==> config.mk <==
export PLATFORM = sky130hd
export DESIGN_NAME = pcef_pin_mux
export DESIGN_NICKNAME = d
export VERILOG_FILES = /design/src/design/pcef_pkg.sv /design/src/design/pcef_sync.sv /design/src/design/pcef_port_bit.sv /design/src/design/pcef_pin_mux.sv
export SDC_FILE = /design/constraint.sdc
export NUM_CORES = 1
export LEC_CHECK = 0
export ABC_CLOCK_PERIOD_IN_PS = 1710
export BUFFER_PORTS_ARGS = -buffer_cell sky130_fd_sc_hd__buf_2
export CAP_MARGIN = 0
export CORE_MARGIN = 3
export CORE_UTILIZATION = 25
export CTS_CLUSTER_DIAMETER = 40
export CTS_CLUSTER_SIZE = 30
export DETAILED_ROUTE_END_ITERATION = 7
export MAX_ROUTING_LAYER = met4
export PLACE_DENSITY_LB_ADDON = 0.12
export SLEW_MARGIN = 20
export SYNTH_ARGS = -nofsm -noshare
export SYNTH_HDL_FRONTEND = slang
export SYNTH_SLANG_ARGS = --single-unit
==> constraint.sdc <==
create_clock -name clk_sys -period 1.71 [get_ports clk_sys]
set_input_delay 0.171 -clock clk_sys [delete_from_list [all_inputs] [get_ports clk_sys]]
set_output_delay 0.171 -clock clk_sys [all_outputs]
set_load 0.02 [all_outputs]
==> src/design/pcef_pkg.sv <==
// Package of constants for the port C/E/F pin function multiplexer
// Notes on behaviour
// Direction bit: clear drives latch, set reads
// Oscillator enabled takes both oscillator pins
// Oscillator input pin has digital path off
// Capture/compare pin outputs or captures by direction
// Channel two on port C pin 1 if set
// Channel two on port E bit 7 if clear
// Serial clock pin outputs or inputs by direction
// SPI data out and data in pins
// I2C pins driven by serial port, input mode
// USART pins carry transmit, receive, clock
// Software sets sync data pin to input
// Port E carries memory address/data bits 8-15
// Memory interface overrides every other function; channel two capture on E7 still samples the pin under memory
// Memory functions only on the large package
// Port E bits 0-2 feed slave port controls
// Analog port is seven bits, bidirectional
// Analog pins 1-6 serve comparators; 6-3 read gated
// After reset analog pins 6-1 read zero
// Priority: memory, then peripheral, then latch
package pcef_pkg;
  localparam int PORT_W      = 8;        // Ports C and E width
  localparam int APORT_W     = 7;        // Analog-shared port width
  localparam int SYNC_STAGES = 2;        // Pin synchroniser depth
  // Port C pin positions
  localparam int PC_OSC_OUT  = 0;
  localparam int PC_OSC_IN   = 1;
  localparam int PC_CAPCOMP_CH1_PIN     = 2;
  localparam int PC_SCK      = 3;
  localparam int PC_SDI      = 4;
  localparam int PC_SDO      = 5;
  localparam int PC_TX       = 6;
  localparam int PC_RX       = 7;
  // Port E positions
  localparam int PE_RD       = 0;
  localparam int PE_WR       = 1;
  localparam int PE_CS       = 2;
  localparam int PE_CAPCOMP_CH2_PIN     = 7;
  // Reset values
  localparam logic [7:0] LATCH_RST = 8'h00;   // Output latches
  localparam logic [7:0] DIR_RST   = 8'hFF;   // All inputs
  localparam logic [6:0] ALAT_RST  = 7'h00;
  localparam logic [6:0] ADIR_RST  = 7'h7F;
  localparam logic [6:0] ANA_RST   = 7'h7E;   // Pins 6..1 analog
  localparam logic [6:0] CMP_RD_MASK = 7'h78; // Pins 6..3
endpackage : pcef_pkg

==> src/design/pcef_sync.sv <==
// Two flip-flop synchroniser bank for pin inputs
`timescale 1ns/1ps
module pcef_sync #(
  parameter int W = 8                      // Bits synchronised
) (
  input  wire logic         clk_sys,       // System clock
  input  wire logic         rst_n,         // Sync reset, low
  input  wire logic [W-1:0] async_in,      // Raw pin levels
  output logic      [W-1:0] sync_out       // Synchronised levels
);
  logic [W-1:0] meta;                      // First stage only

  // Second stage is the sole reader of the first
  always_ff @(posedge clk_sys) begin
    if (!rst_n) begin
      meta     <= '0;
      sync_out <= '0;
    end else begin
      meta     <= async_in;
      sync_out <= meta;
    end
  end
endmodule // pcef_sync

==> src/design/pcef_port_bit.sv <==
// One generic bidirectional pin cell with override
`timescale 1ns/1ps
module pcef_port_bit (
  input  wire logic latch_bit,             // Output latch value
  input  wire logic dir_bit,               // 1 = input
  input  wire logic ovr_en,                // Peripheral owns output
  input  wire logic ovr_oe,                // Peripheral drive enable
  input  wire logic ovr_dat,               // Peripheral data
  input  wire logic dis,                   // Digital path off
  output logic      pin_o,                 // Pin output value
  output logic      pin_oe                 // Pin drive enable
);
  wire drv_latch = !dir_bit && !dis;       // Latch drives pin

  // peripheral over latch
  assign pin_o  = ovr_en ? ovr_dat : latch_bit;
  // clear bit drives
  assign pin_oe = dis ? 1'b0 : (ovr_en ? ovr_oe : drv_latch);
endmodule // pcef_port_bit

==> src/design/pcef_pin_mux.sv <==
// Pin function multiplexer for ports C, E and the analog port
`timescale 1ns/1ps
module pcef_pin_mux #(
  parameter bit HAS_EMI = 1'b1             // Large package variant
) (
  input  wire logic       clk_sys,         // System clock
  input  wire logic       rst_n,           // Sync reset, low
  // Port C latch, direction, pins
  input  wire logic [7:0] pc_latch_wdata,  // Latch write data
  input  wire logic       pc_latch_we,     // Latch write strobe
  input  wire logic [7:0] pc_dir_wdata,    // Direction write data
  input  wire logic       pc_dir_we,       // Direction write strobe
  output logic      [7:0] port_c_pin_read, // Port C read value
  input  wire logic [7:0] pc_pin_i,        // Port C pin levels
  output logic      [7:0] pc_pin_o,        // Port C pin values
  output logic      [7:0] pc_pin_oe,       // Port C drive enables
  // Port E
  input  wire logic [7:0] pe_latch_wdata,  // Latch write data
  input  wire logic       pe_latch_we,     // Latch write strobe
  input  wire logic [7:0] pe_dir_wdata,    // Direction write data
  input  wire logic       pe_dir_we,       // Direction write strobe
  output logic      [7:0] port_e_pin_read, // Port E read value
  input  wire logic [7:0] pe_pin_i,        // Port E pin levels
  output logic      [7:0] pe_pin_o,        // Port E pin values
  output logic      [7:0] pe_pin_oe,       // Port E drive enables
  // Analog-shared port
  input  wire logic [6:0] af_latch_wdata,  // Latch write data
  input  wire logic       af_latch_we,     // Latch write strobe
  input  wire logic [6:0] af_dir_wdata,    // Direction write data
  input  wire logic       af_dir_we,       // Direction write strobe
  input  wire logic [6:0] af_digital_wdata,// 1 = pin digital
  input  wire logic       af_digital_we,   // Analog config strobe
  input  wire logic       cmp_off,         // Comparators turned off
  input  wire logic [6:0] cmp_out_en,      // Comparator drives pin
  input  wire logic [6:0] cmp_out_dat,     // Comparator outputs
  output logic      [6:0] analog_shared_port_read, // Read value
  output logic      [6:0] af_analog_sel,   // Pin routed to analog
  input  wire logic [6:0] af_pin_i,        // Pin levels
  output logic      [6:0] af_pin_o,        // Pin values
  output logic      [6:0] af_pin_oe,       // Drive enables
  // Low-power oscillator
  input  wire logic       lp_osc_en,       // Oscillator enabled
  output logic            lp_osc_pins_sel, // Pins on oscillator
  output logic            timer_ext_count_in, // Counter input
  // Capture/compare
  input  wire logic       ch2_pin_select_cfg, // 1 = port C pin 1
  input  wire logic       capcomp_ch1_pin_out,        // Channel 1 output
  input  wire logic       capcomp_ch1_pin_out_en,     // Channel 1 output mode
  output logic            capcomp_ch1_pin_cap_in,     // Channel 1 capture
  input  wire logic       capcomp_ch2_pin_out,        // Channel 2 output
  input  wire logic       capcomp_ch2_pin_out_en,     // Channel 2 output mode
  output logic            capcomp_ch2_pin_cap_in,     // Channel 2 capture
  // Sync serial port
  input  wire logic       ssp_en,          // Serial port enabled
  input  wire logic       ssp_i2c,         // 1 = I2C, 0 = SPI
  input  wire logic       ssp_i2c_smbus,   // Input buffer mode
  input  wire logic       spi_sck_out,     // SPI clock out
  input  wire logic       spi_sdo,         // SPI data out
  input  wire logic       i2c_scl_drv_low, // Pull clock low
  input  wire logic       i2c_sda_drv_low, // Pull data low
  output logic            ssp_sck_in,      // Clock to port
  output logic            ssp_sdi_in,      // Data to port
  output logic            i2c_in_mode_smbus, // Input buffer type
  // USART
  input  wire logic       usart_en,        // USART enabled
  input  wire logic       usart_sync,      // Synchronous mode
  input  wire logic       usart_tx,        // Transmit data
  input  wire logic       usart_clk_out,   // Sync master clock
  input  wire logic       usart_clk_out_en,// Drives clock pin
  input  wire logic       usart_dt_out_en, // Drives sync data
  output logic            usart_rx_in,     // Receive data
  output logic            usart_clk_in,    // Sync clock input
  // External memory interface
  input  wire logic       emi_en,          // Interface owns port E
  input  wire logic       emi_drive,       // Driving address/data
  input  wire logic [7:0] emi_ad_out,      // Address/data 15..8
  output logic      [7:0] emi_data_in,     // Data 15..8 in
  // Parallel slave port
  output logic            psp_rd_n,        // Read enable input
  output logic            psp_wr_n,        // Write enable input
  output logic            psp_cs_n         // Chip select input
);
  // Latch and direction registers
  logic [7:0] pc_latch;                    // Port C output latch
  logic [7:0] pin_direction_bit;           // Port C direction
  logic [7:0] pe_latch;                    // Port E output latch
  logic [7:0] pe_dir;                      // Port E direction
  logic [6:0] af_latch;                    // Analog port latch
  logic [6:0] af_dir;                      // Analog port direction
  logic [6:0] af_digital;                  // Analog configuration
  logic [7:0] pc_s, pe_s;                  // Synchronised pins
  logic [6:0] af_s;

  // Register writes, simple strobes
  always_ff @(posedge clk_sys) begin
    if (!rst_n) begin
      pc_latch          <= pcef_pkg::LATCH_RST;
      pin_direction_bit <= pcef_pkg::DIR_RST;
      pe_latch          <= pcef_pkg::LATCH_RST;
      pe_dir            <= pcef_pkg::DIR_RST;
      af_latch          <= pcef_pkg::ALAT_RST;
      af_dir            <= pcef_pkg::ADIR_RST;
      af_digital        <= ~pcef_pkg::ANA_RST;
    end else begin
      if (pc_latch_we)   pc_latch          <= pc_latch_wdata;
      if (pc_dir_we)     pin_direction_bit <= pc_dir_wdata;
      if (pe_latch_we)   pe_latch          <= pe_latch_wdata;
      if (pe_dir_we)     pe_dir            <= pe_dir_wdata;
      // seven-bit analog port
      if (af_latch_we)   af_latch          <= af_latch_wdata;
      if (af_dir_we)     af_dir            <= af_dir_wdata;
      if (af_digital_we) af_digital        <= af_digital_wdata;
    end
  end

  // Pins cross from outside: two stages each
  pcef_sync #(.W(8)) u_sync_c (.clk_sys(clk_sys), .rst_n(rst_n),
    .async_in(pc_pin_i), .sync_out(pc_s));
  pcef_sync #(.W(8)) u_sync_e (.clk_sys(clk_sys), .rst_n(rst_n),
    .async_in(pe_pin_i), .sync_out(pe_s));
  pcef_sync #(.W(7)) u_sync_f (.clk_sys(clk_sys), .rst_n(rst_n),
    .async_in(af_pin_i), .sync_out(af_s));

  // Function ownership decode
  wire spi_on   = ssp_en && !ssp_i2c;
  wire i2c_on   = ssp_en && ssp_i2c;
  wire emi_on   = HAS_EMI && emi_en;       // variant gate
  wire capcomp_ch2_pin_on_c = ch2_pin_select_cfg;     // pin 1 of C
  wire capcomp_ch2_pin_on_e = !ch2_pin_select_cfg;    // bit 7 of E

  // Port C per-pin override tables
  logic [7:0] c_ovr_en, c_ovr_oe, c_ovr_dat, c_dis;
  always_comb begin
    c_ovr_en  = 8'h00;
    c_ovr_oe  = 8'h00;
    c_ovr_dat = 8'h00;
    c_dis     = 8'h00;
    // oscillator takes both pins
    c_dis[pcef_pkg::PC_OSC_OUT] = lp_osc_en;
    // input pin digital off
    c_dis[pcef_pkg::PC_OSC_IN]  = lp_osc_en;
    // channel two output on C1
    if (capcomp_ch2_pin_on_c && capcomp_ch2_pin_out_en && !pin_direction_bit[1]) begin
      c_ovr_en[1] = 1'b1; c_ovr_oe[1] = 1'b1; c_ovr_dat[1] = capcomp_ch2_pin_out;
    end
    // channel one output mode
    if (capcomp_ch1_pin_out_en && !pin_direction_bit[2]) begin
      c_ovr_en[2] = 1'b1; c_ovr_oe[2] = 1'b1; c_ovr_dat[2] = capcomp_ch1_pin_out;
    end
    // SPI clock out when bit clear
    if (spi_on && !pin_direction_bit[3]) begin
      c_ovr_en[3] = 1'b1; c_ovr_oe[3] = 1'b1; c_ovr_dat[3] = spi_sck_out;
    end
    // I2C open-drain clock and data
    if (i2c_on) begin
      c_ovr_en[3] = 1'b1; c_ovr_oe[3] = i2c_scl_drv_low;
      c_ovr_dat[3] = 1'b0;
      c_ovr_en[4] = 1'b1; c_ovr_oe[4] = i2c_sda_drv_low;
      c_ovr_dat[4] = 1'b0;
    end
    // SPI data out
    if (spi_on && !pin_direction_bit[5]) begin
      c_ovr_en[5] = 1'b1; c_ovr_oe[5] = 1'b1; c_ovr_dat[5] = spi_sdo;
    end
    // USART transmit or sync clock
    if (usart_en && (!usart_sync || usart_clk_out_en)) begin
      c_ovr_en[6] = 1'b1; c_ovr_oe[6] = 1'b1;
      c_ovr_dat[6] = usart_sync ? usart_clk_out : usart_tx;
    end
    // sync data output
    if (usart_en && usart_sync && usart_dt_out_en) begin
      c_ovr_en[7] = 1'b1; c_ovr_oe[7] = 1'b1; c_ovr_dat[7] = usart_tx;
    end
  end

  // Port E overrides: memory interface wins everything
  logic [7:0] e_ovr_en, e_ovr_oe, e_ovr_dat;
  always_comb begin
    e_ovr_en  = 8'h00;
    e_ovr_oe  = 8'h00;
    e_ovr_dat = 8'h00;
    // channel two on E7
    if (capcomp_ch2_pin_on_e && capcomp_ch2_pin_out_en && !pe_dir[7]) begin
      e_ovr_en[7] = 1'b1; e_ovr_oe[7] = 1'b1; e_ovr_dat[7] = capcomp_ch2_pin_out;
    end
    // memory overrides all
    if (emi_on) begin
      e_ovr_en  = 8'hFF;
      // drive address/data regardless of direction
      e_ovr_oe  = {8{emi_drive}};
      e_ovr_dat = emi_ad_out;
    end
  end

  // Per-bit pin cells
  genvar gi;
  generate
    for (gi = 0; gi < 8; gi++) begin : g_bits
      pcef_port_bit u_c (.latch_bit(pc_latch[gi]),
        .dir_bit(pin_direction_bit[gi]), .ovr_en(c_ovr_en[gi]),
        .ovr_oe(c_ovr_oe[gi]), .ovr_dat(c_ovr_dat[gi]),
        .dis(c_dis[gi]), .pin_o(pc_pin_o[gi]), .pin_oe(pc_pin_oe[gi]));
      pcef_port_bit u_e (.latch_bit(pe_latch[gi]),
        .dir_bit(pe_dir[gi]), .ovr_en(e_ovr_en[gi]),
        .ovr_oe(e_ovr_oe[gi]), .ovr_dat(e_ovr_dat[gi]),
        .dis(1'b0), .pin_o(pe_pin_o[gi]), .pin_oe(pe_pin_oe[gi]));
    end
    for (gi = 0; gi < 7; gi++) begin : g_abits
      // comparator output claims pin
      wire cmp_drv = !cmp_off && cmp_out_en[gi] && gi != 0;
      pcef_port_bit u_f (.latch_bit(af_latch[gi]),
        .dir_bit(af_dir[gi]), .ovr_en(cmp_drv),
        .ovr_oe(1'b1), .ovr_dat(cmp_out_dat[gi]),
        .dis(af_analog_sel[gi] && !cmp_drv),
        .pin_o(af_pin_o[gi]), .pin_oe(af_pin_oe[gi]));
    end
  endgenerate

  // oscillator pins read zero while owned
  assign port_c_pin_read = pc_s & ~c_dis;
  assign port_e_pin_read = pe_s;
  assign lp_osc_pins_sel = lp_osc_en;
  assign timer_ext_count_in = lp_osc_en ? 1'b0 : pc_s[0];

  // capture inputs by direction
  assign capcomp_ch1_pin_cap_in = pin_direction_bit[2] ? pc_s[2] : 1'b0;
  assign capcomp_ch2_pin_cap_in = capcomp_ch2_pin_on_c ? (pin_direction_bit[1] ? pc_s[1] : 1'b0)
                                 : (pe_dir[7] ? pe_s[7] : 1'b0);
  // clock input when bit set, I2C always
  assign ssp_sck_in = (i2c_on || pin_direction_bit[3]) ? pc_s[3] : 1'b0;
  // SPI input data, I2C data in
  assign ssp_sdi_in = (i2c_on || pin_direction_bit[4]) ? pc_s[4] : 1'b0;
  // input buffer follows port mode
  assign i2c_in_mode_smbus = i2c_on && ssp_i2c_smbus;
  // receive and sync clock inputs
  // sync receive relies on software direction
  assign usart_rx_in  = usart_en ? pc_s[7] : 1'b1;
  assign usart_clk_in = usart_en && usart_sync ? pc_s[6] : 1'b0;
  // data only when receiving
  assign emi_data_in = (emi_on && !emi_drive) ? pe_s : 8'h00;
  // slave port controls; blocked by memory
  assign psp_rd_n = (pe_dir[0] && !emi_on) ? pe_s[0] : 1'b1;
  assign psp_wr_n = (pe_dir[1] && !emi_on) ? pe_s[1] : 1'b1;
  assign psp_cs_n = (pe_dir[2] && !emi_on) ? pe_s[2] : 1'b1;

  // analog pins read zero
  assign af_analog_sel = ~af_digital & pcef_pkg::ANA_RST;
  // pins 6..3 need comparators off
  assign analog_shared_port_read = af_s & ~af_analog_sel &
    ~(cmp_off ? 7'h00 : pcef_pkg::CMP_RD_MASK);

  // AST_OSC_PINS: oscillator pins never driven
  AST_OSC_PINS: assert property (@(posedge clk_sys) disable iff (!rst_n)
    lp_osc_en |-> pc_pin_oe[1:0] == 2'b00 && port_c_pin_read[1:0] == 2'b00)
    else $error("oscillator pin not released");
  AST_EMI_WINS: assert property (@(posedge clk_sys) disable iff (!rst_n)
    emi_on && emi_drive |-> pe_pin_o == emi_ad_out && pe_pin_oe == 8'hFF)
    else $error("memory interface not driving");
  // Direction written in the same cycle counts as the new direction
  AST_LATCH_DRV: assert property (@(posedge clk_sys) disable iff (!rst_n)
    pc_latch_we && !capcomp_ch1_pin_out_en &&
    (pc_dir_we ? !pc_dir_wdata[2] : !pin_direction_bit[2])
    ##1 !capcomp_ch1_pin_out_en && !pc_dir_we |-> pc_pin_o[2] ==
    $past(pc_latch_wdata[2]) && pc_pin_oe[2])
    else $error("latch not driven");
  // slave port controls idle under memory
  AST_PSP_BLOCKED: assert property (@(posedge clk_sys) disable iff (!rst_n)
    emi_on |-> {psp_cs_n, psp_wr_n, psp_rd_n} == 3'b111)
    else $error("slave port seen under memory");
  // receiving: pins released, data passed in
  AST_EMI_RECV: assert property (@(posedge clk_sys) disable iff (!rst_n)
    emi_on && !emi_drive |-> pe_pin_oe == 8'h00 && emi_data_in == pe_s)
    else $error("memory receive path wrong");
  AST_RESET_ZERO: assert property (@(posedge clk_sys)
    !rst_n ##1 rst_n && !af_digital_we |->
    analog_shared_port_read[6:1] == 6'h00)
    else $error("analog pins read nonzero");
endmodule // pcef_pin_mux

==> impl_metrics.py, run 1 <==
metrics = {
    "setup_path": {
        "timing.rr.end": "pe_dir[7]$_SDFFE_PN1P_",
        "crit_slowest_cell": "dfxtp_2",
        "rr_worst_depth": 3,
        "crit_path_start": "pe_dir[7]$_SDFFE_PN1P_",
        "critPathKind": "reg -> out",
        "r2r_slack_ns": 0.95,
        "cp-start-kind": "flop",
        "path_cells": "nor3b_2 -> buf_4 -> mux2_4 -> mux2_2 -> buf_6",
        "cp_data_arrival_time_ns": 1.67,
        "cp.required_ns": 1.54,
        "slowest_delay_ns": 0.33,
        "end_kind": "output pin",
        "crit_end": "pe_pin_o[7]",
        "r2r-start": "pe_dir[7]$_SDFFE_PN1P_",
        "cp_max_fo": 2,
    },
    "cts": {
        "cts-htree-levels": 3,
        "clockRootBuffer": "clkbuf_16",
        "cts.clk_slew.worst_paths_ns": 0.07,
        "clock_latency_ns": 0.34,
        "cts_buffers": 9,
        "cts_max_path_buffers": 2,
        "holdBufCountCts": 0,
        "numClockSinks": 98,
        "cts_tree": "done",
    },
    "floorplan": {
        "die_y_um": 136,
        "rows": 46,
        "coreArea_um2": 16200,
        "start_util": 0.261,
        "design.portCount": 225,
        "die_area_um2": 18500,
        "die_w_um": 136,
    },
    "outcome": {
        "failed_checks": "setup timing",
        "status": "finished, violations left",
    },
    "sta": {
        "hold_viol_final": 0,
        "skew_ns": 0.00484,
        "post-route-period-util": 1.08,
        "rsz0062_at_grt": "true",
        "setup_violations": 1,
        "fmax_ghz": 0.542,
        "drv_slew": 0,
        "layout_setup_ws_ns": -0.134,
        "period_needed_ns": 1.84,
        "worst_hold_slack_ns": 0.0298,
        "setup-tns-final_ns": -0.134,
    },
    "power": {
        "power.leakage_nw": 2.78,
        "peakVddDrop_uv": 418,
        "switching_share": 0.261,
        "powerDensity_nw_per_um2": 980,
        "p_seq_frac": 0.459,
        "switchingPower_w": 0.00140,
        "p_int_w": 0.00396,
        "clkPwrFrac": 0.395,
        "power_frac_comb": 0.146,
    },
    "detailed_routing": {
        "wl_um": 11000,
        "drt-initial-drc-count": 90,
        "vias_per_cell": 4.04,
        "ant_nets": 0,
        "dr.pass1.iters": 4,
        "wl_per_cell_um": 13.5,
        "vias": 3282,
        "drc": 0,
    },
    "layout": {
        "fillers": 1763,
        "stdcell_count": 813,
        "nets": 721,
        "fin_util": 0.337,
        "drive_gt1_frac": 0.442,
        "area_growth_pct": 29.0,
        "diodes": 0,
    },
    "global_routing": {
        "grt_overflow": 0,
        "grt_antenna_before_repair": 0,
        "first_global_vias": 3269,
        "grtUsageTotal": 0.120,
        "grt_max_degree": 51,
        "grt_pass1_wl_um": 16800,
    },
    "place": {
        "gp_congestion": 0.729,
        "hpwl_um": 8590,
        "place.port_buffers": 220,
        "placed_cells": 796,
    },
    "synth": {
        "yosysWarningCount": 0,
        "avgSynthCellArea_um2": 9.81,
        "synth_nets": 561,
        "netlist_instances": 432,
        "ys_seq_area_frac": 0.463,
        "netlist_area_um2": 4240,
        "ys_ff_latch": 98,
        "synth.distinct_cells": 26,
    },
    "worst_hold_path": {
        "worstHoldPathType": "in -> reg",
    },
    "flow_run": {
        "maxCapViolations": 0,
    },
}
[routing by layer]
metal | GRT usage | vias up | part of all wire
met4 | 0.0566 | 0 | 0.023
met2 | 0.187 | 133 | 0.47
met1 | 0.144 | 1470 | 0.43
met5 | - | - | 0
met3 | 0.0307 | 16 | 0.077
li1 | - | 1663 | -
[area by class of cell]
type | instances | area, um^2 | area share
clock buffer | 10 | 239 | 0.0437
clock inverter | 6 | 73.8 | 0.0135
inverter | 12 | 45.0 | 0.00824
multi-input combinational | 246 | 1730 | 0.317
sequential | 98 | 1960 | 0.359
tap | 216 | 270 | 0.0494
timing repair buffer | 225 | 1140 | 0.209
[worst min path at each step]
stage | start | to | slack, ns | cells after the start
floorplan | pc_pin_i[0] | u_sync_c.meta[0]$_SDFF_PN0_ | 0.30 | 1
global placement | af_pin_i[3] | u_sync_f.meta[3]$_SDFF_PN0_ | 0.38 | 2
detailed placement | af_pin_i[5] | u_sync_f.meta[5]$_SDFF_PN0_ | 0.38 | 2
CTS | pe_pin_i[6] | u_sync_e.meta[6]$_SDFF_PN0_ | 0.01 | 2
global route | af_pin_i[3] | u_sync_f.meta[3]$_SDFF_PN0_ | 0.02 | 2
finish | pc_pin_i[0] | u_sync_c.meta[0]$_SDFF_PN0_ | 0.03 | 2
[power by group through the flow]
stage | registers, W | logic, W | clock network [W]
after floorplan | 0.00250 | 0.000581 | 0
after global placement | 0.00251 | 0.000783 | 0
after detailed placement | 0.00251 | 0.000791 | 0
after CTS | 0.00246 | 0.000800 | 0.00224
after global routing | 0.00247 | 0.000865 | 0.00231
final | 0.00246 | 0.000785 | 0.00212
[repair_timing]
item / 4_1_cts / 5_1_grt
gates resized for setup: 5 / 1
setup buffers: 1 / 0
pin swaps: 1 / 0
setup endpoints to repair: 1 / 2
[kinds of logic (layout without fill, tap and decap cells)]
logic type	count (synthesis)	count (layout)	synth area share
and+or+nand+nor	148	148	0.196
other	1	1	0.000885
AOI/OAI and AO/OA	32	32	0.0496
DFF	98	98	0.463
buffers and inverters	88	253	0.131
muxes	65	65	0.159
[critical path, delay by kind of cell, from the launching register on]
family        cells  cell delay (ns)
flops             1             0.33
simple gates      1             0.16
buf+inv           2             0.28
mux               2             0.57
[placed cells by master (no fill, tap or decap), types with 2 or more instances in the layout]
master | netlist | final
buf_2 | 12 | 219
dfxtp_1 | 98 | 97
and2_1 | 58 | 58
mux2i_1 | 48 | 48
nor2b_1 | 39 | 39
nand2_1 | 32 | 32
mux2_2 | 16 | 15
o21ai_0 | 13 | 13
inv_1 | 12 | 12
clkbuf_16 | 0 | 9
and3_1 | 6 | 6
o21bai_1 | 6 | 6
nor2_1 | 6 | 5
buf_4 | 56 | 5
o211ai_1 | 4 | 4
nand3_1 | 3 | 3
a31o_2 | 3 | 3
a21oi_1 | 2 | 2
and2b_1 | 2 | 2
a21boi_0 | 2 | 2
mux2_4 | 1 | 2
clkinvlp_4 | 0 | 2
[state kept, by name, indices dropped and copies added, names as in the netlist]
name and flops:
pc_latch 8, pe_dir 8, af_dir 7, pin_direction_bit 8, u_sync_f.sync_out 7, u_sync_e.sync_out 8
af_digital 6, u_sync_c.meta 8, pe_latch 8, u_sync_c.sync_out 8, u_sync_f.meta 7, af_latch 7
u_sync_e.meta 8
[synth_stat cells (all sizes together)]
master | count | share of area
a21boi | 2 | 0.0035
a21oi | 2 | 0.0024
a22o | 1 | 0.0021
a31o | 3 | 0.0062
a32o | 1 | 0.0024
and2 | 58 | 0.086
and2b | 2 | 0.0035
and3 | 6 | 0.0089
buf | 68 | 0.11
clkbuf | 8 | 0.0071
conb | 1 | 0.00088
dfxtp | 98 | 0.46
inv | 12 | 0.011
mux2 | 17 | 0.046
mux2i | 48 | 0.11
nand2 | 32 | 0.028
nand2b | 1 | 0.0015
nand3 | 3 | 0.0035
nor2 | 6 | 0.0053
nor2b | 39 | 0.058
nor3b | 1 | 0.0018
o211ai | 4 | 0.0071
o21ai | 13 | 0.015
o21bai | 6 | 0.011
[per-stage QoR]
step / area (um^2) / total power, W / setup WS, ns
floorplan: 4240 / 0.00309 / 0.293
CTS: 5470 / 0.00550 / -0.162
global placement: 5130 / 0.00330 / 0.0957
detailed placement: 5130 / 0.00330 / 0.105
global route: 5470 / 0.00565 / -0.223
finish: 5470 / 0.00536 / -0.134
Note: power is estimated with default switching activity, not from simulation.
==> run 2, diff against run 1 <==
ABC_AREA = 1   (was default)
CORE_MARGIN = 8   (was 3)
==> impl_metrics.py, run 2 <==
metrics = {
    "outcome": {
        "status": "complete, no violations",
    },
    "cts": {
        "cts-htree-levels": 3,
        "numClockSinks": 98,
        "clock_latency_ns": 0.34,
        "cts_tree": "done",
        "cts_max_path_buffers": 2,
        "clockRootBuffer": "clkbuf_16",
        "postCtsSetupRepairBufs": 0,
        "cts_buffers": 9,
        "cts.clk_slew.worst_paths_ns": 0.07,
    },
    "global_routing": {
        "grt_overflow": 0,
        "first_global_vias": 4073,
        "grtUsageTotal": 0.123,
        "grt_max_degree": 47,
        "grt_antenna_before_repair": 0,
        "grt_pass1_wl_um": 20500,
    },
    "detailed_routing": {
        "wl_um": 12700,
        "wl_per_cell_um": 12.8,
        "route.met3.wl_um": 856,
        "drc": 0,
        "met2_length_um": 5790,
        "ant_nets": 0,
        "drt-met1-wl_um": 5720,
        "vias": 3970,
        "top_layer": "met4",
        "dr.pass1.iters": 4,
        "vias_per_cell": 4.01,
        "drt-initial-drc-count": 133,
    },
    "setup_path": {
        "timing.rr.end": "pc_latch[7]$_SDFFE_PN0P_",
        "crit_end": "pc_pin_o[1]",
        "cp_data_arrival_time_ns": 1.23,
        "path_buf_inv": 1,
        "cp-start-kind": "flop",
        "crit_path_start": "pin_direction_bit[1]$_SDFFE_PN1P_",
        "r2r-start": "pc_latch[7]$_SDFFE_PN0P_",
        "critPathKind": "reg -> out",
        "end_kind": "output pin",
        "path_depth": 3,
        "rr_worst_depth": 2,
        "slowest_delay_ns": 0.37,
        "crit_slowest_cell": "dfxtp_1",
        "cp.required_ns": 1.54,
        "cpLargestDelayFamily": "flip-flops",
        "r2r_slack_ns": 1.06,
        "path_cells": "nand3b_1 -> o21ai_0 -> buf_2",
        "cp_max_fo": 4,
    },
    "floorplan": {
        "design.portCount": 225,
        "rows": 47,
        "die_area_um2": 21300,
        "start_util": 0.255,
        "coreArea_um2": 16500,
        "die_y_um": 146,
        "die_w_um": 146,
    },
    "worst_hold_path": {
        "hold_start": "af_pin_i[4]",
        "worstHoldPathType": "in -> reg",
    },
    "synth": {
        "synth_common_cells": "nand2_1, dfxtp_1, inv_1",
        "synth.distinct_cells": 17,
        "synthFlopType": "dfxtp_1",
        "yosysTopAreaCell": "dfxtp_1",
        "ys_ff_latch": 98,
        "synth.most_common_cell": "nand2_1",
        "ys_seq_area_frac": 0.466,
        "async_flop_share": 0,
        "synth_nets": 716,
        "yosysWarningCount": 0,
        "netlist_area_um2": 4210,
        "avgSynthCellArea_um2": 7.17,
        "yosysTopAreaCellShare": 0.466,
        "synth_edf_count": 0,
        "netlist_instances": 587,
        "yosys-top-cells-area": "dfxtp_1, nand2_1, buf_4, inv_1, o21ai_0",
    },
    "power": {
        "clkPwrFrac": 0.383,
        "powerDensity_nw_per_um2": 966,
        "switchingPower_w": 0.00142,
        "power.leakage_nw": 3.25,
        "switching_share": 0.263,
        "p_seq_frac": 0.461,
        "power_frac_comb": 0.156,
        "peakVddDrop_uv": 384,
        "p_int_w": 0.00397,
    },
    "layout": {
        "regArea_um2": 1960,
        "diodes": 0,
        "drive_gt1_frac": 0.319,
        "layout_common_cells": "buf_2, nand2_1, dfxtp_1",
        "fillers": 1831,
        "multi_input_area_um2": 1380,
        "final_common_cell": "buf_2",
        "area_growth_pct": 32.5,
        "nets": 895,
    },
    "sta": {
        "hold_viol_final": 0,
        "period_needed_ns": 1.40,
        "worst_hold_slack_ns": 0.0192,
        "layout_setup_ws_ns": 0.309,
        "fmax_ghz": 0.714,
        "skew_ns": 0.00148,
        "post-route-period-util": 0.819,
        "rsz0062_at_grt": "false",
        "drv_slew": 0,
        "setup-tns-final_ns": 0,
        "setup_violations": 0,
    },
    "place": {
        "hpwl_um": 10100,
        "gp_congestion": 0.916,
        "place.port_buffers": 220,
        "dp_slack_ns": 0.477,
    },
    "flow_run": {
        "maxCapViolations": 0,
    },
}
==> run 2: changes by cell type after synthesis, sizes merged, moves of 30 or more <==
cell / before / now
mux2i: 48 / 0
o21ai: 13 / 48
and2: 58 / 0
nor2b: 39 / 0
inv: 12 / 92
nand3: 3 / 33
nand2: 32 / 151
nor2: 6 / 64
==> run 2: worst register-to-register path, delay by kind of cell (launching register included) <==
kind	cells	cell delay, ns
simple gates	1	0.05
compound gates	1	0.16
flops	1	0.33
==> run 2: worst min path at each step <==
stage,depth (start not counted),end
CTS,3,u_sync_f.meta[5]$_SDFF_PN0_
global placement,3,u_sync_f.meta[0]$_SDFF_PN0_
floorplan,2,u_sync_c.meta[0]$_SDFF_PN0_
detailed placement,3,u_sync_f.meta[2]$_SDFF_PN0_
finish,3,u_sync_f.meta[4]$_SDFF_PN0_
global route,3,u_sync_f.meta[5]$_SDFF_PN0_
==> run 2: cells by family (layout without fill, tap and decap cells) <==
logic type / after synthesis / in the layout / share of synthesized area
and+or+nand+nor: 252 / 252 / 0.241
other: 1 / 1 / 0.000890
buffers and inverters: 165 / 349 / 0.207
DFF: 98 / 98 / 0.466
AOI/OAI and AO/OA: 71 / 71 / 0.0856
==> run 2: power by group through the flow <==
stage	Clock (W)	Sequential, W	Combinational, W
floorplan	0	0.00252	0.000596
global placement	0	0.00254	0.000819
detailed placement	0	0.00254	0.000823
CTS	0.00218	0.00249	0.000855
global route	0.00227	0.00250	0.000939
finish	0.00206	0.00249	0.000841
==> run 2: what timing repair did <==
item                                    4_1_cts  5_1_grt
resized for setup                             0        0
hold endpoints to repair                     16        0
endpoints found under the setup margin        0        0
hold buffers                                 16        0
==> run 2: area by class of cell <==
type                            count  area share
Tap cell                          220      0.0493
Clock inverter                      3     0.00830
Sequential cell                    98       0.352
Timing Repair Buffer              241       0.235
Multi-Input combinational cell    324       0.247
Inverter                           92      0.0619
Clock buffer                       13      0.0466
==> run 2: stage by stage <==
stage               area (um^2)  instances   util  power (W)
floorplan                  4210        587      -    0.00312
global placement           5110        959  0.309    0.00336
detailed placement         5110        959  0.309    0.00336
CTS                        5580        991  0.338    0.00552
global route               5580        991  0.338    0.00571
finish                     5580        991  0.338    0.00539
==> run 2: layer usage <==
layer / up-vias / track usage
li1: 2077 / -
met1: 1720 / 0.142
met2: 155 / 0.194
met3: 18 / 0.0348
met4: 0 / 0.0557
met5: - / -
